==> src/include/cbsp_map.svh <==
`ifndef CBSP_MAP_SVH
`define CBSP_MAP_SVH
`define CBSP_CLK_MHZ 25
`define CBSP_BAUD 9600
`define CBSP_BIT_CYC (`CBSP_CLK_MHZ * 1000000 / `CBSP_BAUD)
`define CBSP_BIT_LAST 12'(`CBSP_BIT_CYC - 1)
`define CBSP_HALF_BIT 12'(`CBSP_BIT_CYC / 2 - 1)
`define CBSP_STOP_BIT 4'h9
`define CBSP_T1_MIN_NS 100000
`define CBSP_T1_MAX_NS 2000000
`define CBSP_T2_MIN_NS 600000
`define CBSP_T1_MIN_CYC ((`CBSP_T1_MIN_NS * `CBSP_CLK_MHZ + 999) / 1000)
`define CBSP_T1_MAX_CYC (`CBSP_T1_MAX_NS * `CBSP_CLK_MHZ / 1000)
`define CBSP_T2_MIN_CYC ((`CBSP_T2_MIN_NS * `CBSP_CLK_MHZ + 999) / 1000)
`define CBSP_REPLY_CYC (`CBSP_T1_MIN_CYC + `CBSP_BIT_CYC / 2)
`define CBSP_ACK_PLAIN 8'h11
`define CBSP_ACK_SINGLE 8'h22
`define CBSP_ACK_MULTI 8'h33
`define CBSP_NAK 8'hee
`define CBSP_DEV_HOP 5'h0e
`define CBSP_DEV_SEL 5'h0c
`define CBSP_NUM_RESET 3'h0
`define CBSP_NUM_ALL 3'h1
`define CBSP_NUM_CHG 3'h2
`define CBSP_NUM_OUT 3'h3
`define CBSP_HOP_ITEMS 6'h0f
`define CBSP_SEL_ITEMS 6'h30
`define CBSP_MAX_PAY 8'h04
`define CBSP_LEN_WORD 8'h04
`define CBSP_LEN_BYTE 8'h01
`define CBSP_DC_DISPENSED 8'h15
`define CBSP_DC_ERROR 8'h16
`define CBSP_DC_SENSOR 8'h17
`define CBSP_DC_OPSTAT 8'h18
`define CBSP_DC_COINS 8'h08
`define CBSP_DC_SELSTAT 8'h0b
`endif

==> src/include/cbsp_pkg.sv <==
package cbsp_pkg;
  typedef logic [5:0][31:0] cbsp_items_t;
  typedef enum logic [3:0] {
    R_CMD, R_INV, R_BC, R_DC, R_PAY, R_FCC,
    T_WAIT, T_ACK, T_BC, T_DC, T_PAY, T_FCC
  } cbsp_state_t;
endpackage

==> src/include/cbsp_strm_if.sv <==
`timescale 1ns/10ps
interface cbsp_strm_if #(parameter int WIDTH = 8);
  logic [WIDTH-1:0] data;
  logic             valid;
  logic             ready;
  modport src (output data, output valid, input ready);
  modport snk (input data, input valid, output ready);
endinterface

==> src/hdl/cbsp_fifo.sv <==
`timescale 1ns/10ps
module cbsp_fifo #(
  parameter int WIDTH = 8,
  parameter int DEPTH = 16
) (
  input  wire logic  i_clk_sys,
  input  wire logic  i_rst,
  cbsp_strm_if.snk   s_in,
  cbsp_strm_if.src   s_out
);
  localparam int AW = $clog2(DEPTH);
  logic [WIDTH-1:0] mem_reg [DEPTH];
  logic [AW-1:0]    wr_reg, wr_next, rd_reg, rd_next;
  logic [AW:0]      cnt_reg, cnt_next;
  logic             push, pop;
  assign s_in.ready  = cnt_reg != (AW+1)'(DEPTH);
  assign s_out.valid = cnt_reg != '0;
  assign s_out.data  = mem_reg[rd_reg];
  assign push = s_in.valid && s_in.ready;
  assign pop  = s_out.valid && s_out.ready;
  always_comb begin
    wr_next  = wr_reg;
    rd_next  = rd_reg;
    cnt_next = cnt_reg;
    if (push) begin
      wr_next = (wr_reg == AW'(DEPTH - 1)) ? '0 : wr_reg + 1'b1;
    end
    if (pop) begin
      rd_next = (rd_reg == AW'(DEPTH - 1)) ? '0 : rd_reg + 1'b1;
    end
    if (push && !pop) begin
      cnt_next = cnt_reg + 1'b1;
    end else if (pop && !push) begin
      cnt_next = cnt_reg - 1'b1;
    end
  end
  always_ff @(posedge i_clk_sys) begin
    if (i_rst) begin
      wr_reg  <= '0;
      rd_reg  <= '0;
      cnt_reg <= '0;
    end else begin
      wr_reg  <= wr_next;
      rd_reg  <= rd_next;
      cnt_reg <= cnt_next;
    end
    if (push) begin
      mem_reg[wr_reg] <= s_in.data;
    end
  end
endmodule

==> src/hdl/cbsp_top.sv <==
`timescale 1ns/10ps
`include "cbsp_map.svh"
module cbsp_top import cbsp_pkg::*; #(
  parameter int BIT_CYC       = `CBSP_BIT_CYC,
  parameter int REPLY_CYC     = `CBSP_REPLY_CYC,
  parameter int GAP_CYC       = `CBSP_T2_MIN_CYC,
  parameter int REPLY_MAX_CYC = `CBSP_T1_MAX_CYC,
  parameter int QUEUE_DEPTH   = 16
) (
  input  wire logic        i_clk_sys,
  input  wire logic        i_rst,
  input  wire logic        i_rxd,
  input  wire logic        i_jumper_dispenser,
  input  wire cbsp_items_t i_status_data,
  output logic             o_txd,
  output logic             o_dispenser_mode,
  output logic             o_clear_stb,
  output logic             o_hopper_act_stb,
  output logic             o_dispenser_act_stb,
  output logic             o_selector_act_stb,
  output logic [7:0]       o_act_code,
  output logic [31:0]      o_act_data
);
  function automatic logic [7:0] item_code(input logic [2:0] i);
    case (i)
      3'h0:    return `CBSP_DC_DISPENSED;
      3'h1:    return `CBSP_DC_ERROR;
      3'h2:    return `CBSP_DC_SENSOR;
      3'h3:    return `CBSP_DC_OPSTAT;
      3'h4:    return `CBSP_DC_COINS;
      default: return `CBSP_DC_SELSTAT;
    endcase
  endfunction
  function automatic logic [7:0] item_len(input logic [2:0] i);
    return (i == 3'h3 || i == 3'h5) ? `CBSP_LEN_BYTE : `CBSP_LEN_WORD;
  endfunction
  function automatic logic [2:0] first_bit(input logic [5:0] m);
    logic [2:0] f;
    f = 3'h0;
    for (int k = 5; k >= 0; k--) begin
      if (m[k]) f = 3'(k);
    end
    return f;
  endfunction
  function automatic logic [5:0] group_mask(input logic [4:0] dev);
    if (dev == `CBSP_DEV_HOP) return `CBSP_HOP_ITEMS;
    if (dev == `CBSP_DEV_SEL) return `CBSP_SEL_ITEMS;
    return 6'h00;
  endfunction
  function automatic logic [7:0] ack_code(input logic [5:0] m, input logic all);
    if (all || $countones(m) > 1) return `CBSP_ACK_MULTI;
    if (m != 6'h00) return `CBSP_ACK_SINGLE;
    return `CBSP_ACK_PLAIN;
  endfunction

  cbsp_strm_if #(.WIDTH(8)) q_in ();
  cbsp_strm_if #(.WIDTH(8)) q_out ();
  cbsp_fifo #(.WIDTH(8), .DEPTH(QUEUE_DEPTH)) u_txq (
    .i_clk_sys (i_clk_sys),
    .i_rst     (i_rst),
    .s_in      (q_in),
    .s_out     (q_out)
  );

  // receiver, 8n1
  logic        rx_s1_reg, rx_s2_reg, jmp_s1_reg, jmp_s2_reg;
  logic        rx_busy_reg, rx_busy_next, rx_vld_reg, rx_vld_next;
  logic [11:0] rx_cnt_reg, rx_cnt_next;
  logic [3:0]  rx_bit_reg, rx_bit_next;
  logic [7:0]  rx_sh_reg, rx_sh_next;
  always_comb begin
    rx_busy_next = rx_busy_reg;
    rx_cnt_next  = rx_cnt_reg;
    rx_bit_next  = rx_bit_reg;
    rx_sh_next   = rx_sh_reg;
    rx_vld_next  = 1'b0;
    if (!rx_busy_reg) begin
      if (!rx_s2_reg) begin
        rx_busy_next = 1'b1;
        rx_cnt_next  = 12'(BIT_CYC / 2 - 1);
        rx_bit_next  = 4'h0;
      end
    end else if (rx_cnt_reg != 12'h000) begin
      rx_cnt_next = rx_cnt_reg - 1'b1;
    end else begin
      rx_cnt_next = 12'(BIT_CYC - 1);
      rx_bit_next = rx_bit_reg + 1'b1;
      if (rx_bit_reg == 4'h0) begin
        rx_busy_next = !rx_s2_reg;
      end else if (rx_bit_reg == `CBSP_STOP_BIT) begin
        rx_busy_next = 1'b0;
        rx_vld_next  = rx_s2_reg;
      end else begin
        rx_sh_next = {rx_s2_reg, rx_sh_reg[7:1]};
      end
    end
  end
  always_ff @(posedge i_clk_sys) begin
    if (i_rst) begin
      rx_s1_reg   <= 1'b1;
      rx_s2_reg   <= 1'b1;
      jmp_s1_reg  <= 1'b0;
      jmp_s2_reg  <= 1'b0;
      rx_busy_reg <= 1'b0;
      rx_vld_reg  <= 1'b0;
      rx_cnt_reg  <= '0;
      rx_bit_reg  <= '0;
      rx_sh_reg   <= '0;
    end else begin
      rx_s1_reg   <= i_rxd;
      rx_s2_reg   <= rx_s1_reg;
      jmp_s1_reg  <= i_jumper_dispenser;
      jmp_s2_reg  <= jmp_s1_reg;
      rx_busy_reg <= rx_busy_next;
      rx_vld_reg  <= rx_vld_next;
      rx_cnt_reg  <= rx_cnt_next;
      rx_bit_reg  <= rx_bit_next;
      rx_sh_reg   <= rx_sh_next;
    end
  end

  // transmitter drains the queue; busy stalls it
  logic        tx_busy_reg, tx_busy_next, tx_line_reg, tx_line_next;
  logic [11:0] tx_cnt_reg, tx_cnt_next;
  logic [3:0]  tx_bit_reg, tx_bit_next;
  logic [8:0]  tx_sh_reg, tx_sh_next;
  assign q_out.ready = !tx_busy_reg;
  always_comb begin
    tx_busy_next = tx_busy_reg;
    tx_line_next = tx_line_reg;
    tx_cnt_next  = tx_cnt_reg;
    tx_bit_next  = tx_bit_reg;
    tx_sh_next   = tx_sh_reg;
    if (!tx_busy_reg) begin
      if (q_out.valid) begin
        tx_busy_next = 1'b1;
        tx_line_next = 1'b0;
        tx_sh_next   = {1'b1, q_out.data};
        tx_cnt_next  = 12'(BIT_CYC - 1);
        tx_bit_next  = 4'h0;
      end
    end else if (tx_cnt_reg != 12'h000) begin
      tx_cnt_next = tx_cnt_reg - 1'b1;
    end else if (tx_bit_reg == `CBSP_STOP_BIT) begin
      tx_busy_next = 1'b0;
    end else begin
      tx_line_next = tx_sh_reg[0];
      tx_sh_next   = {1'b1, tx_sh_reg[8:1]};
      tx_bit_next  = tx_bit_reg + 1'b1;
      tx_cnt_next  = 12'(BIT_CYC - 1);
    end
  end
  always_ff @(posedge i_clk_sys) begin
    if (i_rst) begin
      tx_busy_reg <= 1'b0;
      tx_line_reg <= 1'b1;
      tx_cnt_reg  <= '0;
      tx_bit_reg  <= '0;
      tx_sh_reg   <= '1;
    end else begin
      tx_busy_reg <= tx_busy_next;
      tx_line_reg <= tx_line_next;
      tx_cnt_reg  <= tx_cnt_next;
      tx_bit_reg  <= tx_bit_next;
      tx_sh_reg   <= tx_sh_next;
    end
  end

  // command and response engine
  cbsp_state_t st_reg, st_next;
  cbsp_items_t snap_reg, snap_next;
  logic [7:0]  cmd_reg, cmd_next, resp_reg, resp_next, fcc_reg, fcc_next;
  logic [7:0]  left_reg, left_next, code_reg, code_next, q_byte;
  logic [31:0] pay_reg, pay_next, word_reg, word_next;
  logic [15:0] wait_reg, wait_next;
  logic [5:0]  mask_reg, mask_next, grp, chg;
  logic [2:0]  item_reg, item_next;
  logic [1:0]  idx_reg, idx_next;
  logic        exp_reg, exp_next, err_reg, err_next;
  logic        clr_reg, clr_next, hop_reg, hop_next;
  logic        disp_reg, disp_next, sel_reg, sel_next;
  assign q_in.valid = st_reg inside {T_ACK, T_BC, T_DC, T_PAY, T_FCC};
  assign q_in.data  = q_byte;
  assign grp = group_mask(cmd_reg[7:3]);
  always_comb begin
    for (int k = 0; k < 6; k++) chg[k] = i_status_data[k] != snap_reg[k];
    unique case (st_reg)
      T_ACK:   q_byte = resp_reg;
      T_BC:    q_byte = item_len(first_bit(mask_reg));
      T_DC:    q_byte = item_code(item_reg);
      T_PAY:   q_byte = word_reg[{idx_reg, 3'b000} +: 8];
      default: q_byte = fcc_reg;
    endcase
  end
  always_comb begin
    st_next = st_reg; snap_next = snap_reg; cmd_next = cmd_reg;
    resp_next = resp_reg; fcc_next = fcc_reg; left_next = left_reg;
    code_next = code_reg; pay_next = pay_reg; word_next = word_reg;
    mask_next = mask_reg; item_next = item_reg; idx_next = idx_reg;
    exp_next = exp_reg; err_next = err_reg; wait_next = wait_reg + 1'b1;
    clr_next = 1'b0; hop_next = 1'b0; disp_next = 1'b0; sel_next = 1'b0;
    unique case (st_reg)
      R_CMD: if (rx_vld_reg) begin
        cmd_next = rx_sh_reg;
        st_next  = R_INV;
      end
      R_INV: if (rx_vld_reg) begin
        st_next = T_WAIT;
        mask_next = 6'h00;
        exp_next = 1'b0;
        resp_next = `CBSP_NAK;
        if (rx_sh_reg == ~cmd_reg && grp != 6'h00) begin
          case (cmd_reg[2:0])
            `CBSP_NUM_RESET: if (cmd_reg[7:3] == `CBSP_DEV_HOP) begin
              resp_next = `CBSP_ACK_PLAIN;
              clr_next  = 1'b1;
              snap_next = '0;
            end
            `CBSP_NUM_ALL: begin
              mask_next = grp;
              resp_next = ack_code(grp, 1'b1);
            end
            `CBSP_NUM_CHG: begin
              mask_next = grp & chg;
              resp_next = ack_code(grp & chg, 1'b0);
            end
            `CBSP_NUM_OUT: begin
              resp_next = `CBSP_ACK_PLAIN;
              exp_next  = 1'b1;
            end
            default: resp_next = `CBSP_NAK;
          endcase
        end
      end
      R_BC: if (rx_vld_reg) begin
        left_next = rx_sh_reg;
        fcc_next  = rx_sh_reg;
        err_next  = rx_sh_reg == 8'h00 || rx_sh_reg > `CBSP_MAX_PAY;
        idx_next  = 2'h0;
        pay_next  = '0;
        st_next   = R_DC;
      end
      R_DC: if (rx_vld_reg) begin
        code_next = rx_sh_reg;
        fcc_next  = fcc_reg ^ rx_sh_reg;
        st_next   = (left_reg == 8'h00) ? R_FCC : R_PAY;
      end
      R_PAY: if (rx_vld_reg) begin
        fcc_next  = fcc_reg ^ rx_sh_reg;
        if (!err_reg) pay_next[{idx_reg, 3'b000} +: 8] = rx_sh_reg;
        idx_next  = idx_reg + 1'b1;
        left_next = left_reg - 1'b1;
        if (left_reg == 8'h01) st_next = R_FCC;
      end
      R_FCC: if (rx_vld_reg) begin
        exp_next = 1'b0;
        st_next  = T_WAIT;
        if (rx_sh_reg == fcc_reg && !err_reg) begin
          resp_next = `CBSP_ACK_PLAIN;
          if (cmd_reg[7:3] == `CBSP_DEV_SEL) sel_next = 1'b1;
          else if (jmp_s2_reg) disp_next = 1'b1;
          else hop_next = 1'b1;
        end else begin
          resp_next = `CBSP_NAK;
        end
      end
      T_WAIT: if (wait_reg == 16'(REPLY_CYC - 1)) st_next = T_ACK;
      T_ACK: if (q_in.ready) begin
        st_next = exp_reg ? R_BC : (mask_reg != 6'h00) ? T_BC : R_CMD;
      end
      T_BC: if (q_in.ready) begin
        item_next = first_bit(mask_reg);
        word_next = i_status_data[first_bit(mask_reg)];
        fcc_next  = q_byte;
        st_next   = T_DC;
      end
      T_DC: if (q_in.ready) begin
        fcc_next = fcc_reg ^ q_byte;
        idx_next = 2'h0;
        st_next  = T_PAY;
      end
      T_PAY: if (q_in.ready) begin
        fcc_next = fcc_reg ^ q_byte;
        idx_next = idx_reg + 1'b1;
        if (idx_reg == 2'(item_len(item_reg) - 8'h01)) st_next = T_FCC;
      end
      T_FCC: if (q_in.ready) begin
        snap_next[item_reg] = word_reg;
        mask_next[item_reg] = 1'b0;
        st_next = (mask_next != 6'h00) ? T_BC : R_CMD;
      end
    endcase
    // our own reply going out is not host idle time
    if (st_next != st_reg || rx_busy_reg || tx_busy_reg || q_out.valid) wait_next = '0;
    if (st_reg inside {R_INV, R_BC, R_DC, R_PAY, R_FCC} && !rx_vld_reg
        && wait_reg == 16'(GAP_CYC - 1)) begin
      st_next = R_CMD;
    end
  end
  always_ff @(posedge i_clk_sys) begin
    if (i_rst) begin
      st_reg <= R_CMD; snap_reg <= '0; cmd_reg <= '0; resp_reg <= '0;
      fcc_reg <= '0; left_reg <= '0; code_reg <= '0; pay_reg <= '0;
      word_reg <= '0; mask_reg <= '0; item_reg <= '0; idx_reg <= '0;
      exp_reg <= 1'b0; err_reg <= 1'b0; wait_reg <= '0; clr_reg <= 1'b0;
      hop_reg <= 1'b0; disp_reg <= 1'b0; sel_reg <= 1'b0;
    end else begin
      st_reg <= st_next; snap_reg <= snap_next; cmd_reg <= cmd_next;
      resp_reg <= resp_next; fcc_reg <= fcc_next; left_reg <= left_next;
      code_reg <= code_next; pay_reg <= pay_next; word_reg <= word_next;
      mask_reg <= mask_next; item_reg <= item_next; idx_reg <= idx_next;
      exp_reg <= exp_next; err_reg <= err_next; wait_reg <= wait_next;
      clr_reg <= clr_next; hop_reg <= hop_next; disp_reg <= disp_next;
      sel_reg <= sel_next;
    end
  end
  assign o_txd               = tx_line_reg;
  assign o_dispenser_mode    = jmp_s2_reg;
  assign o_clear_stb         = clr_reg;
  assign o_hopper_act_stb    = hop_reg;
  assign o_dispenser_act_stb = disp_reg;
  assign o_selector_act_stb  = sel_reg;
  assign o_act_code          = code_reg;
  assign o_act_data          = pay_reg;
endmodule

==> config.mk <==
export PLATFORM = sky130hd
export DESIGN_NAME = cbsp_top
export DESIGN_NICKNAME = d
export VERILOG_FILES = /design/src/include/cbsp_pkg.sv /design/src/include/cbsp_strm_if.sv /design/src/hdl/cbsp_fifo.sv /design/src/hdl/cbsp_top.sv
export VERILOG_INCLUDE_DIRS = /design/src /design/src/include
export SDC_FILE = /design/constraint.sdc
export NUM_CORES = 1
export LEC_CHECK = 0
export ABC_AREA = 0
export BUFFER_PORTS_ARGS = -buffer_cell sky130_fd_sc_hd__buf_2
export CAP_MARGIN = 20
export CORE_UTILIZATION = 40
export DETAILED_ROUTE_END_ITERATION = 6
export PLACE_DENSITY = 0.55
export SLEW_MARGIN = 30
export SYNTH_ARGS = -nofsm -noshare
export SYNTH_HDL_FRONTEND = slang
export SYNTH_HIERARCHICAL = 1
export SYNTH_SLANG_ARGS = --single-unit
==> constraint.sdc <==
create_clock -name i_clk_sys -period 4.3 [get_ports i_clk_sys]
set_clock_uncertainty 0.05 [all_clocks]
set_input_delay 0.215 -clock i_clk_sys [delete_from_list [all_inputs] [get_ports i_clk_sys]]
set_output_delay 0.215 -clock i_clk_sys [all_outputs]
set_load 0.01 [all_outputs]
==> flow_metrics.py <==
metrics = {
    "timing": {
        "rsz0062_at_grt": "false",
        "fmax_mhz": 250,
        "slew_headroom_pct": 34.9,
        "post-route-min-period_ns": 4.00,
        "worst_slew_pin_slew_ns": 0.976,
        "tns_ns": 0,
        "setup_viol": 0,
        "hold_viol_final": 0,
        "fin_crit_sh_pct": 93.0,
        "slew_violations": 0,
    },
    "placed_design": {
        "hpwl_mm": 66.6,
        "io_buffers": 241,
        "placed_area_mm2": 0.0284,
        "place_congestion": 0.935,
    },
    "worst_setup_path": {
        "rrSetupSlack_ns": 0.30,
        "worst_setup_path_end_kind": "flop",
        "critPathKind": "reg -> reg",
        "worstPathRequired_ns": 4.80,
        "crit_family": "adder cells",
        "crit_chain": "xor2_1 > nor4_1 > nand4_1 > o21ai_0 > buf_4 > fa_1 > fa_1 > nand2b_1 > fa_1 > a2111oi_0 > a21oi_1 > o31ai_1",
        "crit_slowest_cell": "nor4_1",
        "worstPathBufferInverterCount": 1,
        "critPathLaunchType": "flop",
        "crit_top_cell": "fa_1",
        "crit_cells": 12,
        "cpPeakStageDelay_ns": 0.50,
        "cp_data_arrival_time_ns": 4.50,
        "rr_worst_depth": 12,
        "crit_fanout": 3,
    },
    "synth": {
        "ys_seq_area_share_pct": 44.8,
        "synthDistinctLibCells": 91,
        "synthesis.area_mm2": 0.0265,
        "synth_warnings": 6,
        "synthesis.instances": 2850,
        "yosys.area_share.adder_pct": 1.58,
        "synth_area_per_cell_um2": 9.31,
        "ys_ff_latch": 529,
        "synth.mux.area_fraction_pct": 4.98,
        "synthArstFlopShare_pct": 0,
        "ys.flop_type": "dfxtp_1",
        "synthSimpleGateAreaFrac_pct": 15.6,
        "synth_nets": 3077,
        "synth_top_family_by_area": "compound AO/OA/AOI/OAI gates",
        "synth-edff-count": 128,
        "yosys.area_share.xor_xnor_pct": 7.79,
        "synth_compound_area_share_pct": 19.7,
    },
    "clocking": {
        "ctsResizeCount": 0,
        "clock-sinks": 529,
        "cts_tree": "done",
        "postCtsHoldBufs": 56,
        "cts_buffers": 59,
        "cts.path.max_buffers": 3,
        "cts.htree.levels": 2,
        "cts_setup_buffers": 0,
        "cts.clk_slew.worst_paths_ns": 0.06,
        "cts_root_buffer": "clkbuf_16",
        "clock_latency_ns": 0.64,
    },
    "grt": {
        "track_usage_pct": 27.9,
        "grt_start_max_net_pins": 95,
        "grt_pass1_vias": 22500,
        "grt_pass1_wl_mm": 143,
        "antenna_found_initial": 6,
        "grt_overflow": 0,
    },
    "route": {
        "firstDrtPassIters": 7,
        "viasPerCell": 5.92,
        "drc": 1,
        "drt_first_iter_violations": 2384,
        "route.detailed.wl_per_inst_um": 24.4,
        "vias": 23400,
        "ant_nets": 0,
        "routed_wl_mm": 96.1,
    },
    "floorplan": {
        "io_pins": 242,
        "fp.dieW_um": 260,
        "start_util_pct": 40.4,
        "core_mm2": 0.0656,
        "fp-row-count": 94,
        "die_h_um": 260,
        "dieArea_mm2": 0.0673,
    },
    "finish": {
        "stdcell_area_mm2": 0.0310,
        "largest_register_ffs": 192,
        "drive_above_1_share_pct": 16.9,
        "fill_cells": 6244,
        "final_nets": 3260,
        "syn_to_final_growth_pct": 17.0,
    },
    "power": {
        "power_frac_clock_pct": 43.1,
        "p_int_mw": 9.08,
        "sw_frac_of_total_pct": 26.7,
        "powerDensity_mw_per_mm2": 399,
        "p_leak_nw": 11.3,
        "combPwrFrac_pct": 13.1,
        "ir_drop_v": 0.000352,
        "seqPwrFrac_pct": 43.8,
        "switchingPower_mw": 3.30,
    },
    "flow_run": {
        "cap_viol_max_count": 0,
    },
    "status": {
        "violations": "design-rule violations",
        "outcome": "complete, but fails checks",
    },
    "min_path": {
        "hold_depth": 4,
        "min_path_type": "in -> reg",
    },
}
==> placed cells by master (no fill, tap or decap), drive strengths merged, types with 27 or more instances in the layout <==
master / netlist / final
a21oi: 120 / 120
a22oi: 234 / 234
a31o: 33 / 33
buf: 60 / 302
clkbuf: 176 / 80
dfxtp: 401 / 401
dlygate4sd3: 0 / 56
edfxtp: 128 / 128
ha: 27 / 27
inv: 133 / 134
mux2i: 36 / 36
mux4: 40 / 40
nand2: 185 / 185
nand2b: 31 / 31
nand3: 50 / 50
nand4: 39 / 39
nor2: 350 / 350
nor3: 64 / 64
nor4: 55 / 55
o211ai: 133 / 133
o21ai: 67 / 67
o32ai: 37 / 37
xnor2: 82 / 82
xor2: 154 / 154
==> worst reg2reg max path, stage by stage, from the launching register on <==
cell and delay, ns:
dfxtp_1 0.31, xor2_1 0.17, nor4_1 0.51, nand4_1 0.26, o21ai_0 0.30, buf_4 0.19, fa_1 0.42, fa_1 0.47
nand2b_1 0.18, fa_1 0.51, a2111oi_0 0.38, a21oi_1 0.08, o31ai_1 0.08
==> layout make-up <==
type | count | area, um2 | share of cell area, %
Multi-Input combinational cell | 1952 | 13300 | 42.8
Sequential cell | 529 | 11900 | 38.3
Timing Repair Buffer | 358 | 2280 | 7.36
Clock buffer | 80 | 1640 | 5.27
Tap cell | 864 | 1080 | 3.48
Inverter | 133 | 502 | 1.62
Clock inverter | 28 | 384 | 1.24
Antenna cell | 2 | 5.00 | 0.0161
==> final timing paths <==
kind / from / endpoint
min: i_status_data[128] / word_reg[0]
max reg2reg: snap_reg[100] / resp_reg[4]
max: snap_reg[100] / resp_reg[4]
min reg2reg: rx_s1_reg / rx_s2_reg
==> Yosys cell counts (13+ instances only) <==
master    count  area [um2]
buf_2        43         215
ha_1         27         338
nor2_1      349        1310
xnor2_1      82         718
a211oi_1     18         135
edfxtp_1    128        3840
buf_1        14        52.6
nand4_1      39         244
clkbuf_1    176         661
nor2b_1      13        81.3
o32ai_1      37         324
o21ai_0      50         250
nor4_1       54         338
nand3_1      50         250
nand2b_1     31         194
and2_1       21         131
xor2_1      154        1350
dfxtp_1     401        8030
a31o_2       33         289
mux4_2       40         901
nor3_1       53         265
o211ai_1    133         998
a21oi_1     120         601
mux2i_1      36         360
a22oi_1     234        1760
inv_1       131         492
nand2_1     185         694
==> through the flow <==
| step | hold WS [ns] | instances | total power, mW | utilization, % | setup slack, ns |
|---|---|---|---|---|---|
| final | 0.0324 | 3946 | 12.4 | 47.3 | 0.300 |
| after global routing | 0.0223 | 3944 | 12.8 | 47.3 | 0.188 |
| after CTS | 0.000473 | 3944 | 12.5 | 47.3 | 0.371 |
| after detailed placement | 0.346 | 3780 | 7.13 | 43.3 | 0.393 |
| after global placement | 0.349 | 3779 | 7.10 | 43.3 | 0.344 |
| after floorplan | 0.234 | 2850 | 6.59 | - | 0.961 |
==> routing by layer <==
metal  share of wire, %  GRT usage, %
met5              0.037             0
met4                5.8          15.4
met3                6.5          3.72
met2                 47          45.7
met1                 41          35.5
==> power by group through the flow <==
stage / registers [mW] / clock network, mW / logic (mW)
after floorplan: 5.40 / 0 / 1.19
after global routing: 5.46 / 5.60 / 1.79
final: 5.43 / 5.33 / 1.63
after global placement: 5.53 / 0 / 1.57
after CTS: 5.43 / 5.41 / 1.63
after detailed placement: 5.53 / 0 / 1.60
==> cell families (layout without fill, tap and decap cells) <==
logic type / count (synthesis) / after routing
buffers and inverters: 369 / 599
xor gates and xnor gates: 236 / 236
AOI/OAI and AO/OA: 735 / 735
DFF: 529 / 529
adders and majority gates: 31 / 31
and+or+nand+nor: 869 / 869
muxes: 81 / 81
other: 0 / 2
No activity file was read; power rests on OpenSTA's default activity.
